File: src/verilog/seq_stamp_pkg.sv
package seq_stamp_pkg;
   localparam int          NUM_CH           = 2;
   localparam int          STAMP_W          = 16;
   localparam logic [7:0]  CH3_STAMP_HIGH   = 8'h94;
   localparam logic [7:0]  CH3_STAMP_LOW    = 8'h95;
   localparam logic [7:0]  CH4_STAMP_HIGH   = 8'h96;
   localparam logic [7:0]  CH4_STAMP_LOW    = 8'h97;
   localparam logic [15:0] STAMP_RESET      = 16'h0000;
   localparam logic [1:0]  SEQ_CODE_ON      = 2'h1;
   localparam logic [1:0]  SEQ_CODE_OFF     = 2'h2;
   localparam int          CLK_PERIOD_NS    = 10;
   localparam int          STAMP_PERIOD_NS  = 50000;
   localparam int          STAMP_PERIOD_CYC = STAMP_PERIOD_NS / CLK_PERIOD_NS;
   localparam logic [7:0]  RD_UNMAPPED      = 8'h00;
   typedef enum logic [1:0] {SEQ_IDLE, SEQ_ON, SEQ_OFF} seq_state_t;
endpackage : seq_stamp_pkg

File: src/verilog/pin_sync.sv
`timescale 1ns/10ps
module pin_sync
   #(parameter int W = 1)
   (
   input  wire logic         clk,
   input  wire logic         rst,
   input  wire logic [W-1:0] d,
   output logic      [W-1:0] q
   );
   logic [W-1:0] stage1;
   logic [W-1:0] next_stage1;
   logic [W-1:0] next_q;

   always_comb
   begin
      next_stage1 = rst ? '0 : d;
      next_q      = rst ? '0 : stage1;
   end

   always_ff @(posedge clk)
   begin
      stage1 <= next_stage1;
      q      <= next_q;
   end
endmodule : pin_sync

File: src/verilog/sequence_timestamp_capture.sv
// Overview of operation
// Timer runs during a sequence started by power-sequence control or sleep field; here only SEQ_START with code 01 or 10 starts one.
// Code 01 sequences latch stamp when rising rail crosses low undervoltage threshold.
// Code 10 sequences latch stamp when falling rail drops below 200mV off level.
// Timer advances one count every 50us of sequence time.
// Channel 3 stamp reads as high byte at 94h, low byte at 95h.
// Channel 4 stamp reads as high byte at 96h, low byte at 97h.
// Both bytes of a stamp update together in one capture.
`timescale 1ns/10ps
module sequence_timestamp_capture
   import seq_stamp_pkg::*;
   (
   input  wire logic        CLK,
   input  wire logic        RST,
   input  wire logic        SEQ_START,
   input  wire logic [1:0]  POWER_SEQUENCE_CONTROL,
   input  wire logic        SEQ_DONE,
   input  wire logic [1:0]  ABOVE_LOW_UNDERVOLTAGE_THRESHOLD,
   input  wire logic [1:0]  ABOVE_OFF_LEVEL,
   input  wire logic [7:0]  RD_ADDR,
   output logic      [7:0]  RD_DATA,
   output logic             SEQ_ACTIVE,
   output logic      [1:0]  STAMP_VALID
   );
   // Comparator levels cross from the analog side, so each group gets two stages
   logic [1:0] uv_sync;
   logic [1:0] off_sync;

   pin_sync #(.W(2)) i_uv_sync
   (
      .clk (CLK),
      .rst (RST),
      .d   (ABOVE_LOW_UNDERVOLTAGE_THRESHOLD),
      .q   (uv_sync)
   );

   // Off level idles high; resetting its history low avoids a false falling edge
   pin_sync #(.W(2)) i_off_sync
   (
      .clk (CLK),
      .rst (RST),
      .d   (ABOVE_OFF_LEVEL),
      .q   (off_sync)
   );

   seq_state_t        state;
   seq_state_t        next_state;
   logic [15:0]       prescale;
   logic [15:0]       next_prescale;
   logic [15:0]       timer;
   logic [15:0]       next_timer;
   logic [1:0]        uv_prev;
   logic [1:0]        off_prev;
   logic [1:0]        captured;
   logic [1:0]        next_captured;
   logic [15:0]       stamp      [NUM_CH];
   logic [15:0]       next_stamp [NUM_CH];
   logic [1:0]        hit;
   logic [7:0]        next_rd_data;
   logic [1:0]        next_uv_prev;
   logic [1:0]        next_off_prev;
   logic              next_seq_active;
   logic              tick;

   function automatic logic [7:0] read_mux(input logic [7:0] a,
                                           input logic [15:0] s3,
                                           input logic [15:0] s4);
      logic [7:0] r;
      r = RD_UNMAPPED;
      unique case (a)
         CH3_STAMP_HIGH: r = s3[15:8];
         CH3_STAMP_LOW:  r = s3[7:0];
         CH4_STAMP_HIGH: r = s4[15:8];
         CH4_STAMP_LOW:  r = s4[7:0];
         default:        r = RD_UNMAPPED;
      endcase
      return r;
   endfunction : read_mux

   // A start with an unused code is dropped entirely, capture flags included
   function automatic logic starts_sequence(input seq_state_t s,
                                            input logic       start,
                                            input logic [1:0] code);
      return (s == SEQ_IDLE) && start && (code == SEQ_CODE_ON || code == SEQ_CODE_OFF);
   endfunction : starts_sequence

   // Direction of the crossing that counts depends on the kind of sequence
   function automatic logic crossing(input seq_state_t s,
                                     input logic       uv_now,
                                     input logic       uv_last,
                                     input logic       off_now,
                                     input logic       off_last);
      logic c;
      c = 1'b0;
      if (s == SEQ_ON)
         c = uv_now && !uv_last;
      else if (s == SEQ_OFF)
         c = !off_now && off_last;
      return c;
   endfunction : crossing

   always_comb
   begin
      next_state = state;
      unique case (state)
         SEQ_IDLE:
         begin
            if (starts_sequence(state, SEQ_START, POWER_SEQUENCE_CONTROL))
               next_state = (POWER_SEQUENCE_CONTROL == SEQ_CODE_ON) ? SEQ_ON : SEQ_OFF;
         end
         SEQ_ON, SEQ_OFF:
         begin
            if (SEQ_DONE)
               next_state = SEQ_IDLE;
         end
      endcase
      if (RST)
         next_state = SEQ_IDLE;
   end

   always_ff @(posedge CLK)
   begin
      state <= next_state;
   end

   // Prescaler divides the clock down to one timer count per stamp period
   assign tick = (prescale == 16'(STAMP_PERIOD_CYC - 1));

   always_comb
   begin
      next_prescale = 16'h0000;
      next_timer    = 16'h0000;
      if (state != SEQ_IDLE)
      begin
         next_prescale = tick ? 16'h0000 : prescale + 16'h0001;
         next_timer    = timer;
         // Timer saturates rather than wrapping so a late crossing never looks early
         if (tick && timer != 16'hffff)
            next_timer = timer + 16'h0001;
      end
      if (RST)
      begin
         next_prescale = 16'h0000;
         next_timer    = 16'h0000;
      end
   end

   always_ff @(posedge CLK)
   begin
      prescale <= next_prescale;
      timer    <= next_timer;
   end

   genvar g;
   generate
      for (g = 0; g < NUM_CH; g++)
      begin : g_ch
         always_comb
         begin
            hit[g] = crossing(state, uv_sync[g], uv_prev[g], off_sync[g], off_prev[g]);
            next_stamp[g]    = stamp[g];
            next_captured[g] = captured[g];
            if (starts_sequence(state, SEQ_START, POWER_SEQUENCE_CONTROL))
               next_captured[g] = 1'b0;
            // First crossing only; bounce on the rail cannot overwrite it
            if (hit[g] && !captured[g])
            begin
               next_stamp[g]    = timer;
               next_captured[g] = 1'b1;
            end
            if (RST)
            begin
               next_stamp[g]    = STAMP_RESET;
               next_captured[g] = 1'b0;
            end
         end

         always_ff @(posedge CLK)
         begin
            stamp[g]    <= next_stamp[g];
            captured[g] <= next_captured[g];
         end
      end
   endgenerate

   // Reads have no side effect; a high/low pair stays coherent since capture writes both
   always_comb
   begin
      next_uv_prev    = uv_sync;
      next_off_prev   = off_sync;
      next_rd_data    = read_mux(RD_ADDR, stamp[0], stamp[1]);
      next_seq_active = (next_state != SEQ_IDLE);
      if (RST)
      begin
         next_uv_prev    = 2'h0;
         next_off_prev   = 2'h0;
         next_rd_data    = RD_UNMAPPED;
         next_seq_active = 1'b0;
      end
   end

   always_ff @(posedge CLK)
   begin
      uv_prev     <= next_uv_prev;
      off_prev    <= next_off_prev;
      RD_DATA     <= next_rd_data;
      SEQ_ACTIVE  <= next_seq_active;
      STAMP_VALID <= next_captured;
   end
endmodule : sequence_timestamp_capture

File: config.mk
export PLATFORM = sky130hd
export DESIGN_NAME = sequence_timestamp_capture
export DESIGN_NICKNAME = d
export VERILOG_FILES = /design/src/verilog/seq_stamp_pkg.sv /design/src/verilog/pin_sync.sv /design/src/verilog/sequence_timestamp_capture.sv
export SDC_FILE = /design/constraint.sdc
export NUM_CORES = 1
export LEC_CHECK = 0
export ABC_AREA = 1
export BUFFER_PORTS_ARGS = -buffer_cell sky130_fd_sc_hd__buf_2
export CAP_MARGIN = 30
export CELL_PAD_IN_SITES_DETAIL_PLACEMENT = 1
export CELL_PAD_IN_SITES_GLOBAL_PLACEMENT = 1
export CORE_ASPECT_RATIO = 0.5
export CORE_MARGIN = 3
export CORE_UTILIZATION = 43
export DETAILED_ROUTE_END_ITERATION = 7
export HOLD_SLACK_MARGIN = 0.05
export PLACE_DENSITY = 0.86
export SLEW_MARGIN = 20
export SYNTH_ARGS = -nofsm -noshare
export SYNTH_HDL_FRONTEND = slang
export SYNTH_HIERARCHICAL = 1
export SYNTH_SLANG_ARGS = --single-unit
File: constraint.sdc
create_clock -name CLK -period 1.67 [get_ports CLK]
set_input_delay 0.167 -clock CLK [delete_from_list [all_inputs] [get_ports CLK]]
set_output_delay 0.167 -clock CLK [all_outputs]
set_load 0.01 [all_outputs]
==> After elaboration in Yosys (flattened, before gate mapping) <==
Memories as Yosys holds them, arrays and structs flattened.
Index checks and enable logic that the tools add are counted.
{ "word_totals": {"ram_bits": 32, "output_inout_bits": 11, "n_memories": 1, "wordCells": 70, "input_bits": 18, "ff_bits": 59} }
{ "op_classes": {"eq_ne": 10, "reduce_logical": 22, "bitwise_logic": 1, "add_sub_neg": 2, "n_mux": 20} }
{ "memory_table": {"columns": ["name", "depth", "word_bits", "rd", "rd_ports_with_merged_regs", "wr", "line_no", "source"], "rows": [
  ["stamp", 2, 16, 2, 0, 2, "sequence_timestamp_capture.sv:56", "logic [15:0] stamp [NUM_CH];"]
]} }
{ "ops": {"columns": ["operator", "count"], "rows": [
  ["$mux 16", 4],
  ["$add 16x1->16 const B", 2],
  ["$eq 8x8->1 const B", 4],
  ["$pmux 8 s4", 1],
  ["$eq 16x13->1 const B", 1],
  ["$ne 16x16->1 const B", 1],
  ["$mux 1", 10],
  ["$logic_and 1x1->1", 9],
  ["$mux 2", 4],
  ["$logic_not 1->1", 6],
  ["$eq 2x1->1 const B", 2],
  ["$eq 2x2->1 const B", 2],
  ["$pmux 2 s2", 1],
  ["$reduce_bool 2->1", 2],
  ["$reduce_or 2->1", 2],
  ["$reduce_or 3->1", 1],
  ["$logic_not 2->1", 1],
  ["$logic_or 1x1->1", 1],
  ["$not 1->1", 1]
]} }

==> Logic depth before layout (Yosys ltp) <==
{ "logic_depth": {"ltp_word": 7, "depth_mapped": 10, "depth_no_buf": 10} }

==> By module <==
Netlist, hierarchy kept.
{ "modules_own_cells": {"columns": ["mod", "cells_per_inst", "area_each_um2", "n_inst", "seq_area_each_um2"], "rows": [
  ["sequence_timestamp_capture", 578, 3906.2, 1, 1621.6],
  ["pin_sync", 12, 110.1, 2, 80.1]
]} }

==> Worst setup path before layout <==
No wires, ideal clock.
{ "synth_timing": {"path_type": "register to register", "from": "register state[1]", "to": "memory stamp[1][9] (netlist: stamp[0][25])", "path_stages_with_launch": 9, "n_path_buf": 1, "period_less_slack_ps": 1454, "required_ps": 1554, "t_arrival_ps": 1338, "path_slack_ps": 216, "cell_sequence": "dfxtp_1 -> inv_1 -> ha_1 -> inv_2 -> o31ai_1 -> nand2_1 -> clkbuf_1 -> o21ai_0 -> nor2_1"} }
{ "synth_rtl": {"columns": ["element", "line_no", "source"], "rows": [
  ["start: declaration", "sequence_timestamp_capture.sv:46", "seq_state_t state;"],
  ["start signal: assignment", "sequence_timestamp_capture.sv:123", "state <= next_state;"],
  ["end: declaration", "sequence_timestamp_capture.sv:56", null]
]} }

==> results.md <==
- In the synthesized netlist, mux cells make up 0% of the area.
- The critical path contains buffers and inverters numbering 3 combined.
- The number of antenna violations at the first check in global routing was 0.
- The number of nets handed over by synthesis was about 630.
- The H-tree was split into 3 levels.
- The setup slack of the most critical reg-to-reg path is -0.05 ns.
- Setup repair after global routing could not meet its margin everywhere.
- The initial utilization of the core area, before any placement, comes to a little under half.
- The number of buffers inserted by port buffering is 28.
- After technology mapping, the gate count stands at 602.
- The final reports fail on setup timing.
- After synthesis, the largest family of logic cells by area is simple AND/OR/NAND/NOR gates.
- In this design, the largest share of critical-path delay is due to compound AO/OA/AOI/OAI gates.
- The last weighted congestion value of the routability-driven placer is 0.821.
- Yosys mapped a number of flops with a built-in enable equal to 0.
- The clock-pin transition on the worst setup and hold timing paths is about 0.060 ns.
- After detailed routing, the average wire length per cell comes to 16.4 µm.
- The share of synthesized registers carrying an async set or reset is 0%.
- The clock root buffer is clkbuf_16.
- The flow ran to the end, but the final reports show violations.
- Along the worst path, the maximum fanout reaches 10.
- The layout overhead on the synthesized area is 23.3%.
- After synthesis, the cell types taking the most area are dfxtp_1 43%, nor2_1 13%, nand2_1 9.6%, nand3_1 7.3%, inv_1 5.6%.
- At the pin with the least slew margin, the transition time is between 0.5 and 0.6 ns.
- The first global-routing pass estimated 19200 µm of wire.
- The portion of synthesized cell area occupied by the leading cell type is between 40% and 50%.
- In this run the count of I/O pins placed on the die edge is 29.
- Summing the sequential cell areas from Yosys gives 43.2% of the chip area.
- STA classifies the critical path startpoint as a flop.
- For this block, the initial DRC count from the detailed router was 154.
- Summed over all layers, the routed wires come to 12800 µm.
- In the final layout, the share of cells above drive strength 1 is 17.7%.
- The number of iterations in the first detailed-routing pass is 4.
- The cell taking the most area after synthesis is dfxtp_1.
- The xor/xnor share of the synthesized area is approximately 1.9%.
- The count of max-cap constraint violations is 0.
- TritonCTS built the clock tree.
- Traced cell by cell, the critical path runs through inv_1, ha_2, inv_2, o31ai_2, nand2_2, buf_4, o21ai_0, nor2_1.
- During synthesis, Yosys emitted a total of 6 warnings.
- The average instance in the mapped netlist occupies 6.85 µm².
- The maximum clock skew at final layout is roughly 0.0075 ns.
- The horizontal die dimension is 145 µm.
- The worst supply voltage drop on vdd is 0.000505 V.
- Counting every sink on the clock net gives 89.
- Data on the critical path is required at its endpoint by 1.90 ns.
- The number of max-slew violations in the final report was 0.
- For this run, the leading register cell type out of synthesis is dfxtp_1.
- The via count of the first global-routing pass was 4044.
- After layout, the worst setup slack is -0.0471 ns.
- The height of the chip is 75.3 µm.
- The largest net degree at the start of global routing is 32.
- In this run the tightest slew margin relative to its limit is about two thirds.
- The distinct cell type count of the synthesized netlist is 30.
- The number of buffers on the longest clock path is 2.
- The analysis attributes to cell leakage a power of 2.09 nW.
- On the critical path, the stage with the largest delay is an instance of dfxtp_2.
- The core box area is about 9000 µm².
- In this design, the stage delay of the slowest critical-path cell is 0.32 ns.
- The synthesized netlist devotes 1.82% of its cell area to adder and majority cells.
- The kind of path behind the tightest hold check is in2reg.
- For this run the aggregate overflow at the end of global routing stands at 0.
- Dividing the detail-routed via count by the number of cells gives 5.34.
- In this run, CTS created clock tree buffers numbering 9.
- The number of placement rows is 24.
- Synthesis inferred 89 register bits.
- 0 antenna diodes ended up in the layout.
- The number of nets at the end of the flow is 686.
- In the routed design, unresolved DRC markers number 0.
- The total count of hold-check failures in the final report was 0.
- The final critical-path required period is ~1.7 ns.
- OpenSTA, run right after detailed placement, puts the worst setup slack at -0.0181 ns.
- Setup violations remaining at the end of the flow were counted as 10.
- The simple-gate share of the synthesized area is 38.4%.
- The critical path class is reg2reg.
- After legalization and detailed placement, the total HPWL measured 8200 µm.
- The fraction of the cycle the final worst path needs is 103%.
- For this design the ratio of total power to cell area is roughly 960 nW/µm².
- The detailed-route via count is 4173.
- For the worst-skew pair, the clock arrives at the later sink with an insertion delay of 0.35 ns.
- The total negative slack for setup checks is -0.167 ns.
- Based on the critical path, the design can be clocked at up to 582 MHz.
- The synthesized netlist devotes 6.97% of its cell area to compound gates.
- STA classifies the critical path endpoint as a flop.
- The full die area is 10900 µm².
- For the worst setup path, the data arrival time is 1.95 ns.
- In this run the cell area of the synthesized design comes to about 4100 µm².
- Once detail routing completed, the nets flagged for antenna violations numbered 0.
- The overall routing resource usage is 22.8%.
registers in the layout, summed over array words and instances (netlist names), 8 cells and up:
signal,flops
RD_DATA,8
prescale,16
stamp,32
timer,16
layout by cell type, fill, tap and decap left out, types with 5 or more instances in the layout:
master,count
dfxtp_1,85
a21oi_1,17
o21ai_1,5
inv_1,60
buf_4,25
o21ai_0,29
nand4_1,17
xor2_1,6
nand3_1,58
nand2_2,6
nor3_1,5
and2_1,7
nor2_2,11
clkbuf_16,11
nor2_1,138
nand2_1,103
buf_2,28
metal layers:
layer / routed length [µm] / track usage (%)
met5: 0 / 0
met3: 607 / 6.47
met2: 6360 / 41.2
met1: 5620 / 27.0
met4: 223 / 6.51
worst reg2reg max path, stage by stage, from the launching register on:
cell	delay, ns
dfxtp_2	0.32
inv_1	0.08
ha_2	0.18
inv_2	0.07
o31ai_2	0.32
nand2_2	0.15
buf_4	0.19
o21ai_0	0.22
nor2_1	0.07
repair_timing:
item	CTS	global route
gates resized for setup	7	38
hold buffers	4	0
endpoints found under the hold margin	4	0
buffers inserted	1	3
pin swaps	1	9
setup endpoints to repair	15	49
gates cloned	0	3
power by group:
group	total [mW]	internal, mW	switching [mW]
logic	0.501	0.189	0.312
clock network	2.14	1.30	0.841
registers	2.23	2.20	0.0372
logic make-up (layout without fill, tap and decap cells):
| group | count (synthesis) | in the layout |
|---|---|---|
| AND/OR/NAND/NOR | 361 | 361 |
| flip-flops | 89 | 89 |
| buffers and inverters | 81 | 144 |
| AO/OA/AOI/OAI | 56 | 56 |
| XOR/XNOR | 9 | 9 |
| adder cells (fa/ha/maj) | 6 | 6 |
Yosys cell counts, types with 4 or more instances:
cell / instances
xor2_1: 6
nor2_2: 7
nor2_1: 143
o21ai_0: 36
dfxtp_1: 89
ha_1: 6
inv_1: 62
buf_2: 4
clkbuf_1: 6
nand3_1: 60
inv_2: 4
nand4_1: 17
nor3_1: 6
nand2_1: 106
and2_1: 7
a21oi_1: 17
cell type report:
cell class | instances | area [µm²]
Clock inverter | 5 | 81.3
Sequential cell | 89 | 1790
Fill cell | 1190 | 3920
Clock buffer | 9 | 225
Timing Repair Buffer | 63 | 472
Multi-Input combinational cell | 432 | 2120
Inverter | 67 | 262
Tap cell | 117 | 146
per-stage QoR:
stage	area (µm²)	util (%)	power (mW)	std cells	hold WS, ns
detailed placement	4540	50.4	2.69	757	0.377
global placement	4540	50.4	2.67	757	0.373
global route	5090	56.5	5.09	782	0.0904
floorplan	4130	-	2.53	602	0.238
CTS	4910	54.5	4.84	776	0.0759
finish	5090	56.5	4.87	782	0.102
path summary, 6_finish.rpt:
path                        start              end  cells past startpoint
max                      state[1]     stamp[0][28]                      8
min                           RST   STAMP_VALID[0]                      2
max reg2reg              state[1]     stamp[0][28]                      8
min reg2reg  i_off_sync/stage1[1]  i_off_sync/q[1]                      2
Power figures use the tool's default switching activity.
